`src/nv_cfg_pkg.sv`:
```
// Summary of operation
// - Configuration page holds four non-volatile bytes: control, offset, coefficient, turnover.
// - Control bits 7 to 4 each connect one trickle-charge resistor when set.
// - Control bits 3 and 2 form a code selecting the clock output frequency.
// - Control bit 1 enables the thermometer; bit 0 selects 1 s or 16 s scan.
// - Offset bits 6 to 0 hold the compensation magnitude, valid 0 to 121.
// - Coefficient register holds the unsigned quadratic drift coefficient, 0 to 255.
// - Turnover bits 5 to 0 hold turnover temperature 4 to 67 C; bits 7, 6 unused.
// - Offset, coefficient and turnover feed the frequency compensation unit.
// - Eight volatile scratch bytes at 38h to 3Fh, freely readable and writable.
// - Configuration loads from the non-volatile page once supply passes second threshold.
// - With thermometer disabled the host may write the temperature result register.
package nv_cfg_pkg;

    // ==========================================================
    // Register offsets
    localparam logic [7:0] OFS_TEMPERATURE   = 8'h20;
    localparam logic [7:0] OFS_NV_CONTROL    = 8'h30;
    localparam logic [7:0] OFS_CRYSTAL_OFS   = 8'h31;
    localparam logic [7:0] OFS_CRYSTAL_COEF  = 8'h32;
    localparam logic [7:0] OFS_CRYSTAL_TURN  = 8'h33;
    localparam logic [7:0] OFS_SCRATCH_FIRST = 8'h38;
    localparam logic [7:0] OFS_SCRATCH_LAST  = 8'h3F;

    // ==========================================================
    // Sizes, masks and reset values
    localparam int         SCRATCH_COUNT     = 8;
    localparam int         SCRATCH_IDX_W     = 3;
    localparam int         CFG_BYTES         = 4;
    localparam logic [7:0] TURNOVER_MASK     = 8'h3F;
    localparam logic [7:0] BYTE_RESET        = 8'h00;
    localparam logic [7:0] UNMAPPED_READ     = 8'h00;

    // ==========================================================
    // Field layouts
    typedef struct packed {
        logic charge_res_large_en;
        logic charge_res_mid_en;
        logic charge_res_small_en;
        logic charge_res_min_en;
        logic clock_output_pin_sel_hi;
        logic clock_output_pin_sel_lo;
        logic therm_en;
        logic temp_scan_period_sel;
    } nv_control_t;

    typedef struct packed {
        logic       sign_faster;
        logic [6:0] magnitude;
    } crystal_offset_t;

    typedef struct packed {
        crystal_offset_t crystal_offset_value;
        logic [7:0]      crystal_quadratic_coef_value;
        logic [5:0]      crystal_turnover_value;
    } crystal_comp_t;

    typedef struct packed {
        nv_control_t     control;
        crystal_offset_t offset;
        logic [7:0]      coef;
        logic [7:0]      turnover;
    } nv_image_t;

    typedef struct packed {
        logic       wr;
        logic       rd;
        logic [7:0] addr;
        logic [7:0] wdata;
    } reg_req_t;

endpackage

```
`src/nv_cfg_bank.sv`:
```
`timescale 1ns/1ps
module nv_cfg_bank (
    // Clock and reset
    input  wire  logic                      clk_i,
    input  wire  logic                      rst_i,
    // Register port from the serial interface
    input  wire  nv_cfg_pkg::reg_req_t      req_i,
    output logic [7:0]                      rdata_o,
    // Power manager and configuration page image
    input  wire  logic                      above_second_low_voltage_threshold_i,
    input  wire  nv_cfg_pkg::nv_image_t     nv_image_i,
    output logic                            cfg_loaded_o,
    // Thermometer result
    input  wire  logic                      temp_meas_valid_i,
    input  wire  logic [7:0]                temp_meas_i,
    output logic [7:0]                      temperature_o,
    // Control outputs
    output logic [3:0]                      charge_res_en_o,
    output logic [1:0]                      clock_output_pin_sel_o,
    output logic                            therm_en_o,
    output logic                            temp_scan_period_sel_o,
    output nv_cfg_pkg::crystal_comp_t       crystal_comp_o
);
    import nv_cfg_pkg::*;

    // ==========================================================
    // Supply threshold synchroniser (asynchronous analog level)
    logic        vthr_meta_reg;
    logic        vthr_sync_reg;
    logic        vthr_prev_reg;
    logic        loaded_reg;
    logic        loaded_next;
    logic        load_go;

    always_ff @(posedge clk_i) begin
        if (rst_i) begin
            vthr_meta_reg <= 1'b0;
            vthr_sync_reg <= 1'b0;
            vthr_prev_reg <= 1'b0;
        end else begin
            vthr_meta_reg <= above_second_low_voltage_threshold_i;
            vthr_sync_reg <= vthr_meta_reg;
            vthr_prev_reg <= vthr_sync_reg;
        end
    end

    // Load once per reset; a later dip does not overwrite host settings
    assign load_go = vthr_sync_reg && !vthr_prev_reg && !loaded_reg;

    // ==========================================================
    // Register storage
    nv_control_t     ctrl_reg,     ctrl_next;
    crystal_offset_t xofs_reg,     xofs_next;
    logic [7:0]      xcoef_reg,    xcoef_next;
    logic [5:0]      xturn_reg,    xturn_next;
    logic [7:0]      temp_reg,     temp_next;
    logic [7:0]      rdata_reg,    rdata_next;
    logic [7:0]      scratch_reg  [SCRATCH_COUNT];
    logic [7:0]      scratch_next [SCRATCH_COUNT];
    logic            scratch_hit;
    logic [SCRATCH_IDX_W-1:0] scratch_idx;

    assign scratch_hit = (req_i.addr >= OFS_SCRATCH_FIRST) && (req_i.addr <= OFS_SCRATCH_LAST);
    assign scratch_idx = req_i.addr[SCRATCH_IDX_W-1:0];

    always_comb begin
        ctrl_next  = ctrl_reg;
        xofs_next  = xofs_reg;
        xcoef_next = xcoef_reg;
        xturn_next = xturn_reg;
        temp_next  = temp_reg;
        loaded_next = loaded_reg || load_go;
        if (load_go) begin
            ctrl_next  = nv_image_i.control;
            xofs_next  = nv_image_i.offset;
            xcoef_next = nv_image_i.coef;
            xturn_next = nv_image_i.turnover[5:0];
        end else if (req_i.wr) begin
            // Host writes to crystal data are accepted; keeping them is the host's duty
            unique case (req_i.addr)
                OFS_NV_CONTROL:   ctrl_next  = nv_control_t'(req_i.wdata);
                OFS_CRYSTAL_OFS:  xofs_next  = crystal_offset_t'(req_i.wdata);
                OFS_CRYSTAL_COEF: xcoef_next = req_i.wdata;
                OFS_CRYSTAL_TURN: xturn_next = req_i.wdata[5:0];
                default:          ;
            endcase
        end
        // Thermometer owns the result while enabled; host only when disabled
        if (ctrl_reg.therm_en) begin
            if (temp_meas_valid_i) begin
                temp_next = temp_meas_i;
            end
        end else if (req_i.wr && req_i.addr == OFS_TEMPERATURE) begin
            temp_next = req_i.wdata;
        end
    end

    // ==========================================================
    // Scratch bytes, one per entry
    generate
        for (genvar i = 0; i < SCRATCH_COUNT; i++) begin : g_scratch
            always_comb begin
                scratch_next[i] = scratch_reg[i];
                if (req_i.wr && scratch_hit && scratch_idx == SCRATCH_IDX_W'(i)) begin
                    scratch_next[i] = req_i.wdata;
                end
            end
            always_ff @(posedge clk_i) begin
                if (rst_i) begin
                    scratch_reg[i] <= BYTE_RESET;
                end else begin
                    scratch_reg[i] <= scratch_next[i];
                end
            end
        end
    endgenerate

    // ==========================================================
    // Read path, registered one cycle after the read strobe
    always_comb begin
        rdata_next = rdata_reg;
        if (req_i.rd) begin
            if (scratch_hit) begin
                rdata_next = scratch_reg[scratch_idx];
            end else begin
                unique case (req_i.addr)
                    OFS_TEMPERATURE:  rdata_next = temp_reg;
                    OFS_NV_CONTROL:   rdata_next = ctrl_reg;
                    OFS_CRYSTAL_OFS:  rdata_next = xofs_reg;
                    OFS_CRYSTAL_COEF: rdata_next = xcoef_reg;
                    OFS_CRYSTAL_TURN: rdata_next = {2'b00, xturn_reg} & TURNOVER_MASK;
                    default:          rdata_next = UNMAPPED_READ;
                endcase
            end
        end
    end

    always_ff @(posedge clk_i) begin
        if (rst_i) begin
            ctrl_reg   <= nv_control_t'(BYTE_RESET);
            xofs_reg   <= crystal_offset_t'(BYTE_RESET);
            xcoef_reg  <= BYTE_RESET;
            xturn_reg  <= BYTE_RESET[5:0];
            temp_reg   <= BYTE_RESET;
            rdata_reg  <= BYTE_RESET;
            loaded_reg <= 1'b0;
        end else begin
            ctrl_reg   <= ctrl_next;
            xofs_reg   <= xofs_next;
            xcoef_reg  <= xcoef_next;
            xturn_reg  <= xturn_next;
            temp_reg   <= temp_next;
            rdata_reg  <= rdata_next;
            loaded_reg <= loaded_next;
        end
    end

    // ==========================================================
    // Outputs
    assign rdata_o                = rdata_reg;
    assign cfg_loaded_o           = loaded_reg;
    assign temperature_o          = temp_reg;
    assign charge_res_en_o        = {ctrl_reg.charge_res_large_en, ctrl_reg.charge_res_mid_en,
                                     ctrl_reg.charge_res_small_en, ctrl_reg.charge_res_min_en};
    assign clock_output_pin_sel_o = {ctrl_reg.clock_output_pin_sel_hi, ctrl_reg.clock_output_pin_sel_lo};
    assign therm_en_o             = ctrl_reg.therm_en;
    assign temp_scan_period_sel_o = ctrl_reg.temp_scan_period_sel;
    assign crystal_comp_o         = {xofs_reg, xcoef_reg, xturn_reg};

    // ==========================================================
    // Assertions
    a_load_copies_image: assert property (@(posedge clk_i) disable iff (rst_i)
        load_go && !req_i.wr |=> ctrl_reg == $past(nv_image_i.control) && loaded_reg)
        else $error("configuration not loaded from image");
    a_load_only_once: assert property (@(posedge clk_i) disable iff (rst_i)
        loaded_reg |=> loaded_reg ##0 !load_go)
        else $error("configuration load repeated");
    a_turn_upper_zero: assert property (@(posedge clk_i) disable iff (rst_i)
        req_i.rd && req_i.addr == OFS_CRYSTAL_TURN |=> rdata_o[7:6] == 2'b00)
        else $error("turnover upper bits not zero");
    a_scratch_roundtrip: assert property (@(posedge clk_i) disable iff (rst_i)
        req_i.wr && scratch_hit ##1 req_i.rd && !req_i.wr
            && req_i.addr == $past(req_i.addr) |=> rdata_o == $past(req_i.wdata, 2))
        else $error("scratch byte lost");
    a_temp_host_blocked: assert property (@(posedge clk_i) disable iff (rst_i)
        therm_en_o && !temp_meas_valid_i |=> $stable(temperature_o))
        else $error("temperature changed without measurement");
    a_temp_host_write: assert property (@(posedge clk_i) disable iff (rst_i)
        !therm_en_o && req_i.wr && req_i.addr == OFS_TEMPERATURE
            |=> temperature_o == $past(req_i.wdata))
        else $error("host temperature write dropped");
    a_ctrl_write_fields: assert property (@(posedge clk_i) disable iff (rst_i)
        req_i.wr && req_i.addr == OFS_NV_CONTROL && !load_go
            |=> charge_res_en_o == $past(req_i.wdata[7:4])
            && clock_output_pin_sel_o == $past(req_i.wdata[3:2]))
        else $error("control fields mismatch");
    a_comp_offset_map: assert property (@(posedge clk_i) disable iff (rst_i)
        req_i.wr && req_i.addr == OFS_CRYSTAL_OFS && !load_go
            |=> crystal_comp_o.crystal_offset_value == $past(req_i.wdata))
        else $error("offset not passed to compensation");
    a_unmapped_zero: assert property (@(posedge clk_i) disable iff (rst_i)
        req_i.rd && req_i.addr == 8'h34 |=> rdata_o == UNMAPPED_READ)
        else $error("unmapped address not zero");

    c_load:        cover property (@(posedge clk_i) disable iff (rst_i) load_go);
    c_scratch_rd:  cover property (@(posedge clk_i) disable iff (rst_i) req_i.rd && scratch_hit);
    c_temp_write:  cover property (@(posedge clk_i) disable iff (rst_i)
        !therm_en_o && req_i.wr && req_i.addr == OFS_TEMPERATURE);
    c_therm_on:    cover property (@(posedge clk_i) disable iff (rst_i)
        therm_en_o && temp_meas_valid_i);
endmodule

```
`config.mk`:
```
export PLATFORM = sky130hd
export DESIGN_NAME = nv_cfg_bank
export DESIGN_NICKNAME = d
export VERILOG_FILES = /design/src/nv_cfg_pkg.sv /design/src/nv_cfg_bank.sv
export SDC_FILE = /design/constraint.sdc
export NUM_CORES = 1
export LEC_CHECK = 0
export BUFFER_PORTS_ARGS = -buffer_cell sky130_fd_sc_hd__buf_2
export CORE_ASPECT_RATIO = 1.25
export CORE_UTILIZATION = 30
export CTS_CLUSTER_DIAMETER = 80
export CTS_CLUSTER_SIZE = 20
export DETAILED_ROUTE_END_ITERATION = 8
export HOLD_SLACK_MARGIN = 0.02
export SLEW_MARGIN = 20
export SYNTH_ARGS = -nofsm -noshare
export SYNTH_HDL_FRONTEND = slang
export SYNTH_SLANG_ARGS = --single-unit
```
`constraint.sdc`:
```
create_clock -name clk_i -period 2.86 [get_ports clk_i]
set_input_delay 0.429 -clock clk_i [delete_from_list [all_inputs] [get_ports clk_i]]
set_output_delay 0.429 -clock clk_i [all_outputs]
set_load 0.1 [all_outputs]
```
==> flow_metrics.env <==
export IMPL_slew_headroom_pct=47.34
export IMPL_fp_dieW_um=123.7
export IMPL_cap_violations=0
export IMPL_fillCellCount=1773
export IMPL_cts_root_buf="clkbuf_16"
export IMPL_rsz0062_at_grt="no"
export IMPL_synth_top_area_share_pct=34.62
export IMPL_gr_total_overflow=0
export IMPL_io_buffers=106
export IMPL_num_nets_final=648
export IMPL_crit_buf_inv=1
export IMPL_finalWorstSetupSlack_ps=641.6
export IMPL_grt_use_total_pct=18.07
export IMPL_num_io_pins=109
export IMPL_globalplace_congestion=0.8603
export IMPL_start_util_pct=30.67
export IMPL_dp_cells=795
export IMPL_final_cell_count_no_fill=827
export IMPL_worst_pin_slew_ps=788.9
export IMPL_period_minus_slack_ps=2218
export IMPL_fin_setup_tns_ps=0
export IMPL_cts_resized=0
export IMPL_syn_cell_area_um2=5552
export IMPL_die_area_um2=19060
export IMPL_postCtsHoldBufs=0
export IMPL_fmax_ghz=0.4508
export IMPL_hold_slack_ps=231.6
export IMPL_worstPathCellList="buf_2"
export IMPL_finalSetupViolCount=0
export IMPL_synth_flop_cell="edfxtp_1"
export IMPL_cp_end_kind="primary output"
export IMPL_cp_depth=1
export IMPL_cts_made_buffers=17
export IMPL_num_rows=55
export IMPL_vdd_drop_max_v=0.0005196
export IMPL_status="complete, no violations"
export IMPL_synth_edff_count=64
export IMPL_power_leakage_nw=2.837
export IMPL_async_reset_ff_share_pct=0
export IMPL_drc_errors=0
export IMPL_htreeDepth=4
export IMPL_grt_antenna_before_repair=0
export IMPL_path_class="register to primary output"
export IMPL_vias=4330
export IMPL_clock_sinks=114
export IMPL_multi_input_area_um2=2430
export IMPL_path_clk_slew_ps=50
export IMPL_post_drt_wl_per_cell_um=19.61
export IMPL_hold_viol_final=0
export IMPL_startpoint_type="register"
export IMPL_grt_pass1_wl_um=25470
export IMPL_synth_seq_area_share_pct=52.65
export IMPL_synthTopCellsByArea="edfxtp_1 (35%), dfxtp_1 (18%), mux2i_1 (7.4%)"
export IMPL_holdPathStages=2
export IMPL_ys_seq_elements=114
export IMPL_cts_tree="yes"
export IMPL_post_place_ws_ps=342.3
export IMPL_p_per_area_nw_per_um2=657.2
export IMPL_r2r_cells=3
export IMPL_seqCellArea_um2=2923
export IMPL_final_max_slew_violation_count=0
export IMPL_yosys_warnings=0
export IMPL_dp_hpwl_um=11820
export IMPL_skew_ps=6.687
export IMPL_via_per_inst=5.236
export IMPL_first_pass_iters=5
export IMPL_drt_wl_total_um=16220
export IMPL_netlist_top_cell_by_area="edfxtp_1"
export IMPL_grt_pass1_vias=4463
export IMPL_synth_area_per_cell_um2=11.42
export IMPL_dieHeight_um=154.1
export IMPL_path_max_fanout=23
export IMPL_syn_to_final_growth_pct=24.25
export IMPL_power_mw=4.534
export IMPL_clk_latency_ps=410
export IMPL_syn_inst=486
export IMPL_synth_cell_types=44
export IMPL_drtAntennaViolNets=0
export IMPL_drtIter0Drc=386
export IMPL_cp_required_ps=2430
export IMPL_largest_reg_flops=64
export IMPL_design_core_area_um2=18100
export IMPL_synth_nets=548
export IMPL_drive_above_1_share_pct=28.55
export IMPL_clk_path_buf_depth=2
export IMPL_crit_family="flip-flops"
export IMPL_period_share_pct=77.57
export IMPL_crit_path_max_incr_delay_ps=820
export IMPL_cts_setup_buffers=0
export IMPL_num_antenna_cells=0
export IMPL_critPathSlowestCell="dfxtp_1"
export IMPL_cp_data_arrival_time_ps=1790
export IMPL_hold_class="input pin to register"
export IMPL_grt_max_degree=49
-- cells in the final DEF, fill, tap and decap left out, types with 5 or more instances in the layout --
cell / netlist / routed
inv_1: 5 / 5
clkbuf_16: 0 / 17
edfxtp_1: 64 / 64
nor3_1: 18 / 18
mux2i_1: 41 / 41
or4_1: 5 / 5
a22o_1: 5 / 5
dfxtp_1: 50 / 50
buf_2: 7 / 106
o21bai_1: 9 / 9
nor2_1: 52 / 52
mux4_2: 16 / 16
o211ai_1: 5 / 5
a22oi_1: 10 / 10
a221oi_1: 8 / 8
clkinv_2: 0 / 5
buf_4: 0 / 18
and2_1: 65 / 65
nor2b_1: 12 / 12
nand3_1: 7 / 6
a211oi_1: 35 / 35
-- Yosys cell counts (2+ instances only) --
| library cell | n |
|---|---|
| o221ai_1 | 2 |
| nor2_1 | 52 |
| nand3_1 | 7 |
| o21ai_0 | 4 |
| o21bai_1 | 9 |
| and2_1 | 65 |
| inv_1 | 5 |
| buf_2 | 7 |
| nand2_1 | 4 |
| o211ai_1 | 5 |
| a22oi_1 | 10 |
| clkbuf_1 | 31 |
| buf_1 | 3 |
| or4_1 | 5 |
| a22o_1 | 5 |
| nand4_1 | 3 |
| a221oi_1 | 8 |
| buf_6 | 2 |
| mux2i_1 | 41 |
| a211oi_1 | 35 |
| mux4_2 | 16 |
| or2_1 | 2 |
| edfxtp_1 | 64 |
| nand2b_1 | 2 |
| nor3_1 | 18 |
| nor2b_1 | 12 |
| a21oi_1 | 3 |
| dfxtp_1 | 50 |
-- final cells by class --
| type | instances | area share, % |
|---|---|---|
| timing repair buffer | 124 | 9.650 |
| multi-input combinational | 324 | 35.23 |
| clock inverter | 13 | 2.068 |
| tap | 228 | 4.136 |
| clock buffer | 19 | 6.276 |
| inverter | 5 | 0.2721 |
| sequential | 114 | 42.37 |
-- path summary, 6_finish.rpt --
check | from | to | slack, ps
hold reg to reg | vthr_meta_reg | vthr_sync_reg | 450
setup reg to reg | therm_en_o | temperature_o[1] | 930
hold / removal | above_second_low_voltage_threshold_i | vthr_meta_reg | 230
setup / recovery | therm_en_o | therm_en_o | 640
-- kinds of logic after synthesis --
family	count (synthesis)	synth area share [%]
simple gates	181	17.99
flops	114	52.65
compound gates	85	11.61
mux	58	14.09
buf+inv	48	3.674
-- where the power goes --
part,switching (mW),internal [mW]
clock network,0.721,1.35
logic,0.441,0.164
registers,0.0475,1.81
total,1.21,3.32
-- metal layers --
| metal | part of all wire, % | vias to the layer above | track usage, % |
|---|---|---|---|
| li1 | - | 2025 | - |
| met1 | 40 | 2123 | 21.63 |
| met2 | 52 | 158 | 31.24 |
| met3 | 5.5 | 24 | 3.672 |
| met4 | 2.5 | 0 | 6.942 |
| met5 | 0 | - | 0 |
-- stage by stage --
stage          cell area (µm²)  util, %
2_1_floorplan             5552        -
6_report                  6898    38.11
5_1_grt                   6898    38.11
3_5_place_dp              6322    34.93
3_3_place_gp              6322    34.93
4_1_cts                   6898    38.11
(Power assumes the default switching activity.)
